**config.mk**
```make
export PLATFORM = sky130hd
export DESIGN_NAME = sabt_arbiter
export DESIGN_NICKNAME = d
export VERILOG_FILES = /design/src/pkg/sabt_pkg.sv /design/src/verilog/sabt_arbiter.sv
export VERILOG_INCLUDE_DIRS = /design/src /design/src/pkg
export SDC_FILE = /design/constraint.sdc
export NUM_CORES = 1
export LEC_CHECK = 0
export ABC_CLOCK_PERIOD_IN_PS = 1800
export BUFFER_PORTS_ARGS = -buffer_cell sky130_fd_sc_hd__buf_2
export CAP_MARGIN = 20
export CORE_UTILIZATION = 44
export DETAILED_ROUTE_END_ITERATION = 10
export PLACE_DENSITY = 0.76
export SLEW_MARGIN = 10
export SYNTH_ARGS = -nofsm -noshare
export SYNTH_HDL_FRONTEND = slang
export SYNTH_SLANG_ARGS = --single-unit
```
**constraint.sdc**
```tcl
create_clock -name clock -period 1.8 [get_ports clock]
set_input_delay 0 -clock clock [delete_from_list [all_inputs] [get_ports clock]]
set_output_delay 0 -clock clock [all_outputs]
set_load 0.1 [all_outputs]
```
**src/pkg/sabt_map.svh**
```systemverilog
// offsets, field positions, reset values and counts of the arbiter bit timer
// assumes a 32-bit classic wishbone slave with word-aligned registers
//
// Overview of operation
// - a 9-bit up-counter with one overflow bit and start/stop/reset control
// - mode 00 idle with counter reset, 01 bit-time measure, 10 arbitrate, 11 reserved
// - reset clears both mode bits, so the block starts idle
// - read-only lost flag, cleared by writing 0 to upper mode bit or reset
// - clock select 1 uses half prescaler clock, 0 uses bus clock over four
// - prescaler runs from bus or oscillator clock per an outside configuration bit
// - read-only done flag set at measurement end, cleared by control write or reset
// - read-only running flag is 1 while counting, 0 when stopped
// - read-only overflow flag set on counter overflow, cleared by control write or reset
// - counter msb in control, low eight bits in data register; control write clears
// - counter held reset while both mode bits are zero
// - measure with select 0: run from one receive falling edge to the next
// - measure with select 1: run while receive low, stop on rising edge
// - arbitration restarts the counter on each transmitter output rising edge
// - at count 38h or 08h sample receive once; low sets lost flag
// - transmit pin forced high while lost flag is set
// - transmit low before receive seen low resets counter until next rising edge
`ifndef SABT_MAP_SVH
`define SABT_MAP_SVH

// ----------------------------------------------------------------------------
// register byte offsets
// ----------------------------------------------------------------------------
`define SABT_OFF_CTRL 4'h0
`define SABT_OFF_DATA 4'h4
`define SABT_OFF_IRQ_STAT 4'h8
`define SABT_OFF_IRQ_MASK 4'hC

// ----------------------------------------------------------------------------
// control field positions
// ----------------------------------------------------------------------------
`define SABT_BIT_MODE_HI 7
`define SABT_BIT_MODE_LO 6
`define SABT_BIT_CLK_SEL 4

// irq status bits
`define SABT_IRQ_DONE 0
`define SABT_IRQ_LOST 1
`define SABT_IRQ_OVF 2

// ----------------------------------------------------------------------------
// reset values and counts
// ----------------------------------------------------------------------------
`define SABT_RST_CTRL 8'h00
`define SABT_RST_MASK 3'h0
`define SABT_BUS_DIV 4
`define SABT_THR_BUS 9'h038
`define SABT_THR_PRESC 9'h008

`endif

```
**src/pkg/sabt_pkg.sv**
```systemverilog
// types of the arbiter bit timer
// assumes sabt_map.svh carries all numeric constants
package sabt_pkg;

  // arbiter mode field encodings
  typedef enum logic [1:0] {
    SABT_MODE_IDLE = 2'h0,
    SABT_MODE_MEAS = 2'h1,
    SABT_MODE_ARB = 2'h2,
    SABT_MODE_RSVD = 2'h3
  } sabt_mode_e;

  // counter sequencer, gray along armed -> run -> done
  typedef enum logic [1:0] {
    SABT_ST_IDLE = 2'b00,
    SABT_ST_ARMED = 2'b01,
    SABT_ST_RUN = 2'b11,
    SABT_ST_DONE = 2'b10
  } sabt_state_e;

  // control register image
  typedef struct packed {
    logic mode_hi;
    logic mode_lo;
    logic lost;
    logic clk_sel;
    logic done;
    logic running;
    logic ovf;
    logic msb;
  } sabt_ctrl_s;

endpackage

```
**src/verilog/sabt_arbiter.sv**
```systemverilog
// arbiter bit timer: counter, mode sequencer, wishbone slave and interrupt
// assumes one clock, receive and transmit signals synchronous to it
//
// Our own choices: the placing of the registers and the Wishbone slave port.
`timescale 1ns/1ps
`include "sabt_map.svh"

module sabt_arbiter #(
  parameter int CNT_W = 9
) (
  // clock and reset
  input wire logic clock,
  input wire logic rstn,
  // classic wishbone slave
  input wire logic cyc_i,
  input wire logic stb_i,
  input wire logic we_i,
  input wire logic [3:0] adr_i,
  input wire logic [3:0] sel_i,
  input wire logic [31:0] dat_i,
  output logic [31:0] dat_o,
  output logic ack_o,
  // prescaler ticks and source choice
  input wire logic prescaler_bus_tick,
  input wire logic prescaler_osc_tick,
  input wire logic prescaler_source_select,
  // serial line
  input wire logic rxd,
  input wire logic transmitter_internal_out,
  output logic txd_pin,
  // interrupt
  output logic irq
);

  // ----------------------------------------------------------------------------
  // elaboration check
  // ----------------------------------------------------------------------------
  // thresholds and the msb split assume the documented width
  if (CNT_W != 9) begin : g_bad_width
    $error("sabt_arbiter: CNT_W must be 9");
  end

  // ----------------------------------------------------------------------------
  // bus decode
  // ----------------------------------------------------------------------------
  logic ack_q;
  logic [31:0] dat_q;
  wire req = cyc_i & stb_i;
  wire hit_ctrl = adr_i == `SABT_OFF_CTRL;
  wire hit_data = adr_i == `SABT_OFF_DATA;
  wire hit_stat = adr_i == `SABT_OFF_IRQ_STAT;
  wire hit_mask = adr_i == `SABT_OFF_IRQ_MASK;
  // writes and read side effects land on the edge that ends the cycle
  wire wr_fire = req & we_i & ack_q & sel_i[0];
  wire ctrl_wr = wr_fire & hit_ctrl;
  wire mask_wr = wr_fire & hit_mask;
  wire stat_rd = req & ~we_i & ack_q & hit_stat;

  // ----------------------------------------------------------------------------
  // control state
  // ----------------------------------------------------------------------------
  sabt_pkg::sabt_state_e st_q, st_d;
  logic [1:0] mode_q;
  logic clk_sel_q;
  logic lost_q, done_q, ovf_q;
  logic [CNT_W-1:0] cnt_q, cnt_d;
  logic [1:0] div_q;
  logic half_q;
  logic rx_q, tx_q;
  logic rx_seen_q, sampled_q;
  logic txd_q;
  logic [2:0] irq_st_q, irq_mask_q;

  wire meas = mode_q == sabt_pkg::SABT_MODE_MEAS;
  wire arb = mode_q == sabt_pkg::SABT_MODE_ARB;
  wire running = st_q == sabt_pkg::SABT_ST_RUN;

  // one falling and one rising edge picker shared by both lines; prev is the level seen last cycle
  function automatic logic fell_edge(input logic prev, input logic cur);
    return prev & ~cur;
  endfunction

  function automatic logic rose_edge(input logic prev, input logic cur);
    return ~prev & cur;
  endfunction

  // edges of the receive line and the transmitter output
  wire rx_fall = fell_edge(rx_q, rxd);
  wire rx_rise = rose_edge(rx_q, rxd);
  wire tx_rise = rose_edge(tx_q, transmitter_internal_out);
  wire tx_fall = fell_edge(tx_q, transmitter_internal_out);

  // ----------------------------------------------------------------------------
  // counter clock
  // ----------------------------------------------------------------------------
  // prescaler source mux lives here, the choosing bit lives outside
  wire presc_tick = prescaler_source_select ? prescaler_osc_tick
                                            : prescaler_bus_tick;
  wire bus_tick = div_q == 2'(`SABT_BUS_DIV - 1);
  // half rate of the prescaler: every second prescaler tick
  wire cnt_tick = clk_sel_q ? (presc_tick & half_q) : bus_tick;

  // compare value, picked per clock source
  wire [CNT_W-1:0] thr = clk_sel_q ? `SABT_THR_PRESC : `SABT_THR_BUS;

  // ----------------------------------------------------------------------------
  // events
  // ----------------------------------------------------------------------------
  // measurement start and stop conditions per clock source
  wire meas_start = clk_sel_q ? ~rxd : rx_fall;
  wire meas_stop = clk_sel_q ? rx_rise : rx_fall;
  // a flag event in the cycle of a control write still lands: set wins
  wire done_set = meas & running & meas_stop;
  // one static look at the receive line per bit
  wire sample_now = arb & running & ~sampled_q & (cnt_q == thr);
  wire lost_set = sample_now & ~rxd;
  wire carry = running & cnt_tick & (&cnt_q);
  wire ovf_set = carry;
  // transmitter low before a dominant receive bit aborts the bit
  wire arb_abort = arb & running & tx_fall & ~rx_seen_q & ~tx_rise;

  // ----------------------------------------------------------------------------
  // sequencer next state
  // ----------------------------------------------------------------------------
  always_comb begin
    st_d = st_q;
    cnt_d = cnt_q;
    case (st_q)
      sabt_pkg::SABT_ST_IDLE: begin
        cnt_d = '0;
      end
      sabt_pkg::SABT_ST_ARMED: begin
        if (meas && meas_start) begin
          st_d = sabt_pkg::SABT_ST_RUN;
          cnt_d = '0;
        end else if (arb && tx_rise) begin
          st_d = sabt_pkg::SABT_ST_RUN;
          cnt_d = '0;
        end
      end
      sabt_pkg::SABT_ST_RUN: begin
        if (meas && meas_stop) begin
          st_d = sabt_pkg::SABT_ST_DONE;
        end else if (arb && tx_rise) begin
          cnt_d = '0;
        end else if (arb_abort) begin
          st_d = sabt_pkg::SABT_ST_ARMED;
          cnt_d = '0;
        end else if (cnt_tick) begin
          cnt_d = cnt_q + 1'b1;
        end
      end
      sabt_pkg::SABT_ST_DONE: begin
        st_d = sabt_pkg::SABT_ST_DONE;
      end
      default: begin
        st_d = sabt_pkg::SABT_ST_IDLE;
      end
    endcase
    // mode 00 or the reserved code hold the counter in reset
    if (!meas && !arb) begin
      st_d = sabt_pkg::SABT_ST_IDLE;
      cnt_d = '0;
    end
    // a control write clears the count and rearms the chosen mode
    if (ctrl_wr) begin
      cnt_d = '0;
      st_d = sabt_pkg::SABT_ST_IDLE;
      if (dat_i[`SABT_BIT_MODE_HI] ^ dat_i[`SABT_BIT_MODE_LO]) begin
        st_d = sabt_pkg::SABT_ST_ARMED;
      end
    end
  end

  // ----------------------------------------------------------------------------
  // sequencer and counter registers
  // ----------------------------------------------------------------------------
  always_ff @(posedge clock) begin
    if (!rstn) begin
      st_q <= sabt_pkg::SABT_ST_IDLE;
      cnt_q <= '0;
    end else begin
      st_q <= st_d;
      cnt_q <= cnt_d;
    end
  end

  // divider, halver and edge history
  always_ff @(posedge clock) begin
    if (!rstn) begin
      div_q <= 2'h0;
      half_q <= 1'b0;
      rx_q <= 1'b1;
      tx_q <= 1'b1;
    end else begin
      div_q <= div_q + 2'h1;
      half_q <= half_q ^ presc_tick;
      rx_q <= rxd;
      tx_q <= transmitter_internal_out;
    end
  end

  // ----------------------------------------------------------------------------
  // control fields
  // ----------------------------------------------------------------------------
  // mode and clock select reset to idle on the bus clock divider
  always_ff @(posedge clock) begin
    if (!rstn) begin
      mode_q <= 2'h0;
      clk_sel_q <= 1'b0;
    end else if (ctrl_wr) begin
      mode_q <= dat_i[`SABT_BIT_MODE_HI:`SABT_BIT_MODE_LO];
      clk_sel_q <= dat_i[`SABT_BIT_CLK_SEL];
    end
  end

  // status flags; a set in the cycle of a clear wins
  always_ff @(posedge clock) begin
    if (!rstn) begin
      lost_q <= 1'b0;
      done_q <= 1'b0;
      ovf_q <= 1'b0;
    end else begin
      lost_q <= lost_set | (lost_q & ~(ctrl_wr & ~dat_i[`SABT_BIT_MODE_HI]));
      done_q <= done_set | (done_q & ~ctrl_wr);
      ovf_q <= ovf_set | (ovf_q & ~ctrl_wr);
    end
  end

  // per-bit arbitration bookkeeping, cleared at each bit start
  always_ff @(posedge clock) begin
    if (!rstn) begin
      rx_seen_q <= 1'b0;
      sampled_q <= 1'b0;
    end else if (tx_rise || !arb || ctrl_wr) begin
      rx_seen_q <= 1'b0;
      sampled_q <= 1'b0;
    end else begin
      rx_seen_q <= rx_seen_q | ~rxd;
      sampled_q <= sampled_q | sample_now;
    end
  end

  // ----------------------------------------------------------------------------
  // transmit pin
  // ----------------------------------------------------------------------------
  // registered so the pin never glitches on the flag update
  always_ff @(posedge clock) begin
    if (!rstn) begin
      txd_q <= 1'b1;
    end else begin
      txd_q <= (lost_q | lost_set) | transmitter_internal_out;
    end
  end
  assign txd_pin = txd_q;

  // ----------------------------------------------------------------------------
  // interrupt
  // ----------------------------------------------------------------------------
  wire [2:0] irq_ev = {ovf_set, lost_set, done_set};

  // a read clears only the bits it returned, so an event after the data was latched survives
  always_ff @(posedge clock) begin
    if (!rstn) begin
      irq_st_q <= 3'h0;
      irq_mask_q <= `SABT_RST_MASK;
    end else begin
      irq_st_q <= irq_ev | (irq_st_q & ~({3{stat_rd}} & dat_q[2:0]));
      if (mask_wr) begin
        irq_mask_q <= dat_i[2:0];
      end
    end
  end
  assign irq = |(irq_st_q & irq_mask_q);

  // ----------------------------------------------------------------------------
  // read mux and acknowledge
  // ----------------------------------------------------------------------------
  sabt_pkg::sabt_ctrl_s ctrl_img;
  assign ctrl_img = '{mode_hi: mode_q[1], mode_lo: mode_q[0], lost: lost_q,
                      clk_sel: clk_sel_q, done: done_q, running: running,
                      ovf: ovf_q, msb: cnt_q[CNT_W-1]};
  // unmapped words answer with zero and a normal ack
  wire [31:0] rd_mux =
    hit_ctrl ? {24'h000000, ctrl_img} :
    hit_data ? {24'h000000, cnt_q[7:0]} :
    hit_stat ? {29'h0, irq_st_q} :
    hit_mask ? {29'h0, irq_mask_q} : 32'h00000000;

  // one wait state: ack the cycle after the strobe, drop it after
  always_ff @(posedge clock) begin
    if (!rstn) begin
      ack_q <= 1'b0;
      dat_q <= 32'h00000000;
    end else begin
      ack_q <= req & ~ack_q;
      if (req && !ack_q) begin
        dat_q <= rd_mux;
      end
    end
  end
  assign ack_o = ack_q;
  assign dat_o = dat_q;
endmodule

```
; ---- Yosys cells after proc, flatten, opt, wreduce, memory -nomap -nowiden
; Cells that the tools add are included.
[totals]
out_inout_bits = 35
reg_bits = 64
in_bits = 50
wordCells = 138
[op_classes]
n_reduce_logical = 20
n_mux = 25
add_sub_neg = 2
eq_ne = 16
bitwise = 57
[op_table]
columns = op, n
row1 = two-way mux 9 bit, 6
row2 = AND 1 bit, 30
row3 = one-hot mux 9 bit (3 select lines), 1
row4 = two-way mux 8 bit, 2
row5 = two-way mux 2 bit, 7
row6 = inverter 1 bit, 13
row7 = "adder 9 x 1 -> 9 bit, second input constant", 1
row8 = AND 3 bit, 3
row9 = equality test 9 x 6 -> 1 bit, 1
row10 = AND reduction 9 bit, 1
row11 = "equality test 2 bit, second input constant", 4
row12 = "equality test 4 bit, second input constant", 2
row13 = AND reduction 4 bit, 2
row14 = bitwise OR 1 bit, 7
row15 = two-way mux 3 bit, 2
row16 = two-way mux 6 bit, 1
row17 = one-hot mux 2 bit (3 select lines), 1
row18 = OR reduction 3 bit, 2
row19 = logical AND 1 bit, 5
row20 = two-way mux 1 bit, 5
row21 = "inequality test 5 x 2 -> 1 bit, second input constant", 1
row22 = "inequality test 5 x 3 -> 1 bit, second input constant", 1
row23 = "inequality test 5 bit, second input constant", 1
row24 = nonzero test 5 bit, 1
row25 = other kinds (15), 20

; ---- Depth between registers and ports, before layout
[depth]
word_depth = 11
depth_mapped = 8
mapped_depth_nobuf = 8

; ---- Worst setup path after synthesis
; Ideal clock, no wire load.
[synth_timing]
path_type = register to register
from = register ack_q, in the netlist ack_o
to = register lost_q
path_slack_ns = -0.524
arrival_ns = 2.209
synth_period_minus_slack_ns = 2.324
n_path_buf = 1
stages_incl_launch_ff = 7
setup_ns = 0.115
t_required_ns = 1.685
path_cell_list = dfxtp_1 > and3_1 > nand3_1 > or3_1 > buf_2 > o21a_1 > o21a_1
[synth_between]
elab_chain_len = 7
[synth_rtl]
columns = element, line_no
row1 = from (decl), sabt_arbiter.sv:46  ; logic ack_q;
row2 = from (signal assigned), sabt_arbiter.sv:296  ; ack_q <= req & ~ack_q;
row3 = AND 1 bit (2 in a row), sabt_arbiter.sv:54  ; wire wr_fire = req & we_i & ack_q & sel_i[0];
row4 = AND 1 bit, sabt_arbiter.sv:55  ; wire ctrl_wr = wr_fire & hit_ctrl;
row5 = AND 1 bit, sabt_arbiter.sv:224  ; lost_q <= lost_set | (lost_q & ~(ctrl_wr & ~dat_i[`SABT_BIT_MODE_HI]));
row6 = inverter 1 bit, sabt_arbiter.sv:224
row7 = AND 1 bit, sabt_arbiter.sv:224
row8 = bitwise OR 1 bit, sabt_arbiter.sv:224
row9 = to (signal assigned), sabt_arbiter.sv:224
row10 = to (decl), sabt_arbiter.sv:65  ; logic lost_q, done_q, ovf_q;
; No other way between the ends.
; A chain may end at the register's enable or synchronous reset.

; ---- Worst setup path in the final report
[layout_timing]
from = register mode_q[1]
to = register cnt_q[2]
[layout_between]
elab_chain_len = 9
elab_cells_between_ends = 22
classes_between = eq/ne: 5 / mux: 5 / bitwise: 4 / reduce/logical: 8
[layout_rtl]
columns = element, line_no
row1 = from (decl), sabt_arbiter.sv:63  ; logic [1:0] mode_q;
row2 = from (signal assigned), sabt_arbiter.sv:212  ; mode_q <= dat_i[`SABT_BIT_MODE_HI:`SABT_BIT_MODE_LO];
row3 = equality test 2 bit, sabt_arbiter.sv:75  ; wire arb = mode_q == sabt_pkg::SABT_MODE_ARB;
row4 = AND 1 bit (4 in a row), sabt_arbiter.sv:120  ; wire arb_abort = arb & running & tx_fall & ~rx_seen_q & ~tx_rise;
row5 = two-way mux 9 bit, sabt_arbiter.sv:146  ; end else if (arb_abort) begin
row6 = two-way mux 9 bit, sabt_arbiter.sv:144  ; end else if (arb && tx_rise) begin
row7 = two-way mux 9 bit, sabt_arbiter.sv:142  ; if (meas && meas_stop) begin
row8 = one-hot mux 9 bit (3 select lines), sabt_arbiter.sv:128  ; case (st_q)
row9 = to (signal assigned), sabt_arbiter.sv:184  ; cnt_q <= cnt_d;
row10 = to (decl), sabt_arbiter.sv:66  ; logic [CNT_W-1:0] cnt_q, cnt_d;
; Parallel ways exist; a longest one is shown, timed or not. The select of a mux whose other input is x is not followed.

==> metrics.md <==
| Metric | Value |
|---|---|
| Initial antenna violation count | `0` |
| Drt pass-1 iters | `4` |
| Mux cell area share after synthesis | `0.0922` |
| Ys flop type | `dfxtp_1` |
| Crit path max-delay family | `simple AND/OR/NAND/NOR gates` |
| Drt wl/cell | `13.4 um` |
| Sw Pwr | `603 uW` |
| Placed inst area | `2390 sq um` |
| Overall routed net length | `4.81 mm` |
| Placed insts | `340` |
| Gr usage total | `0.192` |
| Final Max Slew Viols | `0` |
| Yosys reg bits | `40` |
| Core Region | `4750 sq um` |
| Die ar. | `5290 sq um` |
| CP Depth | `8` |
| Clock power frac | `0.323` |
| Crit path cell chain | `inv_2 -> ha_4 -> and4bb_1 -> o21ai_2 -> nand4_2 -> buf_6 -> or3_1 -> a21oi_2` |
| Setup ws final | `-0.0158 ns` |
| Share of cells above drive strength 1 | `0.305` |
| Failing checks | `setup timing` |
| # DRC | `0` |
| Xor/xnor share of the synthesized area | `0.00796` |
| Layout Skew | `0.00878 ns` |
| Global route overflow | `0` |
| Die width | `72.7 um` |
| PwrDens | `689 nW/um^2` |
| Synth Area in Simple Gates | `0.233` |
| Mean Syn Cell Area | `9.13 sq um` |
| # clock sinks | `40` |
| Sequential share of the synthesized area | `0.364` |
| Fin area | `2640 sq um` |
| Clk_lat worst skew | `0.30 ns` |
| Post-synth top cells | `dfxtp_1 (40), buf_4 (24), nand2_1 (16)` |
| I/O pin cnt | `85` |
| Largest net degree at the start of global routing | `33` |
| WS Path Type | `register to register` |
| Chip height | `72.7 um` |
| Flop pwr share | `0.495` |
| Post-Syn Area | `2200 sq um` |
| Max cap viols | `0` |
| Slowest stage cell, crit path | `dfxtp_2` |
| First-pass GRT wire length | `7.60 mm` |
| CTS Buf Count | `5` |
| Post-route insts no fill | `359` |
| P&R area growth vs syn | `20.0%` |
| ANT nets after route | `0` |
| Post-synth top area cell | `dfxtp_1` |
| Via/cell ratio | `5.10` |
| H-tree depth | `2` |
| HPWL Detailed | `3.41 mm` |
| Vias post-DR | `1832` |
| Gate Count Post-Synth | `241` |
| Hold WC Path Type | `input pin to register` |
| Largest cells by area after synthesis | `dfxtp_1 (36%), buf_4 (8.2%), mux2i_1 (4.1%)` |
| Worst path max stage delay | `0.34 ns` |
| Internal power | `1220 uW` |
| Synth Area in Compound Gates | `0.144` |
| Yosys cell types | `54` |
| Hold Fails Final Rpt | `0` |
| Post-synth EDFFs | `0` |
| Cell with the most instances after synthesis | `dfxtp_1` |
| DR iter-0 viols | `147` |
| CTS tree | `built` |
| Port Buffer Count | `31` |
| Maximum clock insertion buffer count | `2` |
| Initial core utilization | `0.463` |
| Largest family of logic cells by synthesized area | `simple AND/OR/NAND/NOR gates` |
| Standard-cell rows | `25` |
| Worst r2r path cells | `8` |
| Post-Synth Adder-Cell Area | `0.0398` |
| Crit path launch type | `register` |
| Final nets | `348` |
| Clock Tree Root | `clkbuf_8` |
| Ant. Diodes | `0` |
| Vias in the first global route | `1595` |
| Max FO, Critical Path | `7` |
| Critical path endpoint category | `register` |
| Comb pwr share | `0.182` |
| Switching Share | `0.331` |
| Status | `complete, but fails checks` |
| Tcrit/Tclk final | `1.01` |
| Hold depth | `3` |
| Crit path time final | `1.82 ns` |
| Warnings, synthesis | `0` |
| Share of Yosys cell area claimed by the top area cell type | `0.364` |
| Worst Path Arrival | `2.04 ns` |
| Buf/Inv on CP | `2` |
| RD Place Congestion | `0.876` |
| Peak Freq | `0.551 GHz` |
| IR drop worst, VDD | `0.465 mV` |
| RSZ-0062 raised after global routing | `true` |
| # setup viols final | `3` |
| Post-synth ARST share | `0` |
| Clock Pin Slew Worst Setup and Hold Paths | `0.08 ns` |
| P_leak | `0.00106 uW` |
| Critical path required time | `2.02 ns` |
## cell usage in the layout, fill, tap and decap left out, drive strengths merged, types with 2 or more instances in the layout
cell | netlist | final
a22oi | 6 | 6
inv | 11 | 11
and3 | 4 | 4
dfxtp | 40 | 40
o21ai | 9 | 9
nand2 | 16 | 16
mux2i | 9 | 9
mux2 | 4 | 4
a21oi | 9 | 9
nand4 | 3 | 3
buf | 26 | 45
conb | 1 | 24
o21a | 5 | 5
a31o | 2 | 2
and2 | 4 | 4
nor4b | 2 | 2
dlygate4sd3 | 0 | 6
nand3 | 12 | 12
ha | 7 | 7
nor2 | 11 | 11
or3 | 8 | 8
nor3 | 3 | 3
clkbuf | 5 | 6
nor2b | 13 | 13
mux4 | 3 | 3
a21boi | 6 | 6
o311ai | 2 | 2
## power groups by stage
stage               registers [uW]  clock network (uW)  logic [uW]
global placement               921                   0         317
floorplan                      936                   0         304
CTS                            900                 617         327
finish                         900                 588         331
global route                   901                 649         348
detailed placement             921                   0         317
## worst paths after layout
check              endpoint       from  slack, ns
hold / removal    mode_q[0]   dat_i[6]       0.02
setup / recovery   cnt_q[2]  mode_q[1]      -0.02
hold reg to reg    div_q[0]   div_q[0]       0.43
setup reg to reg   cnt_q[2]  mode_q[1]      -0.02
## sequential cells by signal, indices dropped and copies added (netlist names), 2 cells and up
name and count:
st_q 2, mode_q 2, irq_mask_q 3, dat_o 8, cnt_q 9, irq_st_q 3
div_q 2
## final cells by class
type,instances,area (sq um)
fill,435,2110
multi-input combinational,182,1290
sequential,40,808
timing repair buffer,51,332
tap,67,83.8
clock buffer,6,72.6
inverter,11,41.3
clock inverter,2,12.5
## metrics by stage
stage	utilization	setup slack [ns]	setup TNS, ns	power, uW	hold WS (ns)
2_1_floorplan	-	0.0126	0	1240	0.0829
3_3_place_gp	0.503	-0.0670	-0.152	1240	0.255
5_1_grt	0.555	-0.102	-0.549	1900	0.0346
6_report	0.555	-0.0158	-0.0382	1820	0.0150
4_1_cts	0.546	0.00467	0	1850	0.00260
3_5_place_dp	0.503	-0.168	-0.808	1240	0.259
## timing repair
item                                   CTS  global route
pin swaps                                6            10
setup buffers                            3             2
endpoints found under the hold margin    7             0
gates cloned                             0             0
hold buffers                             6             0
setup endpoints to repair                9            10
resized for setup                       11             7
## cells by family (layout without fill, tap and decap cells)
group	count (synthesis)	in the layout
multiplexers	16	16
other	1	24
flip-flops	40	40
AND/OR/NAND/NOR	88	88
XOR/XNOR	2	2
AO/OA/AOI/OAI	45	45
adder cells (fa/ha/maj)	7	7
buffers and inverters	42	70
## metal layers
metal,vias up,track usage,part of all wire
li1,908,-,-
met1,859,0.242,0.45
met2,59,0.313,0.48
met3,6,0.0511,0.049
met4,0,0.0806,0.015
met5,-,0,0
## tightest hold or removal path, cell delays in order
cell	delay (ns)
buf_2	0.10
mux2i_1	0.06
nor2b_1	0.10
Power figures use the tool's default switching activity.
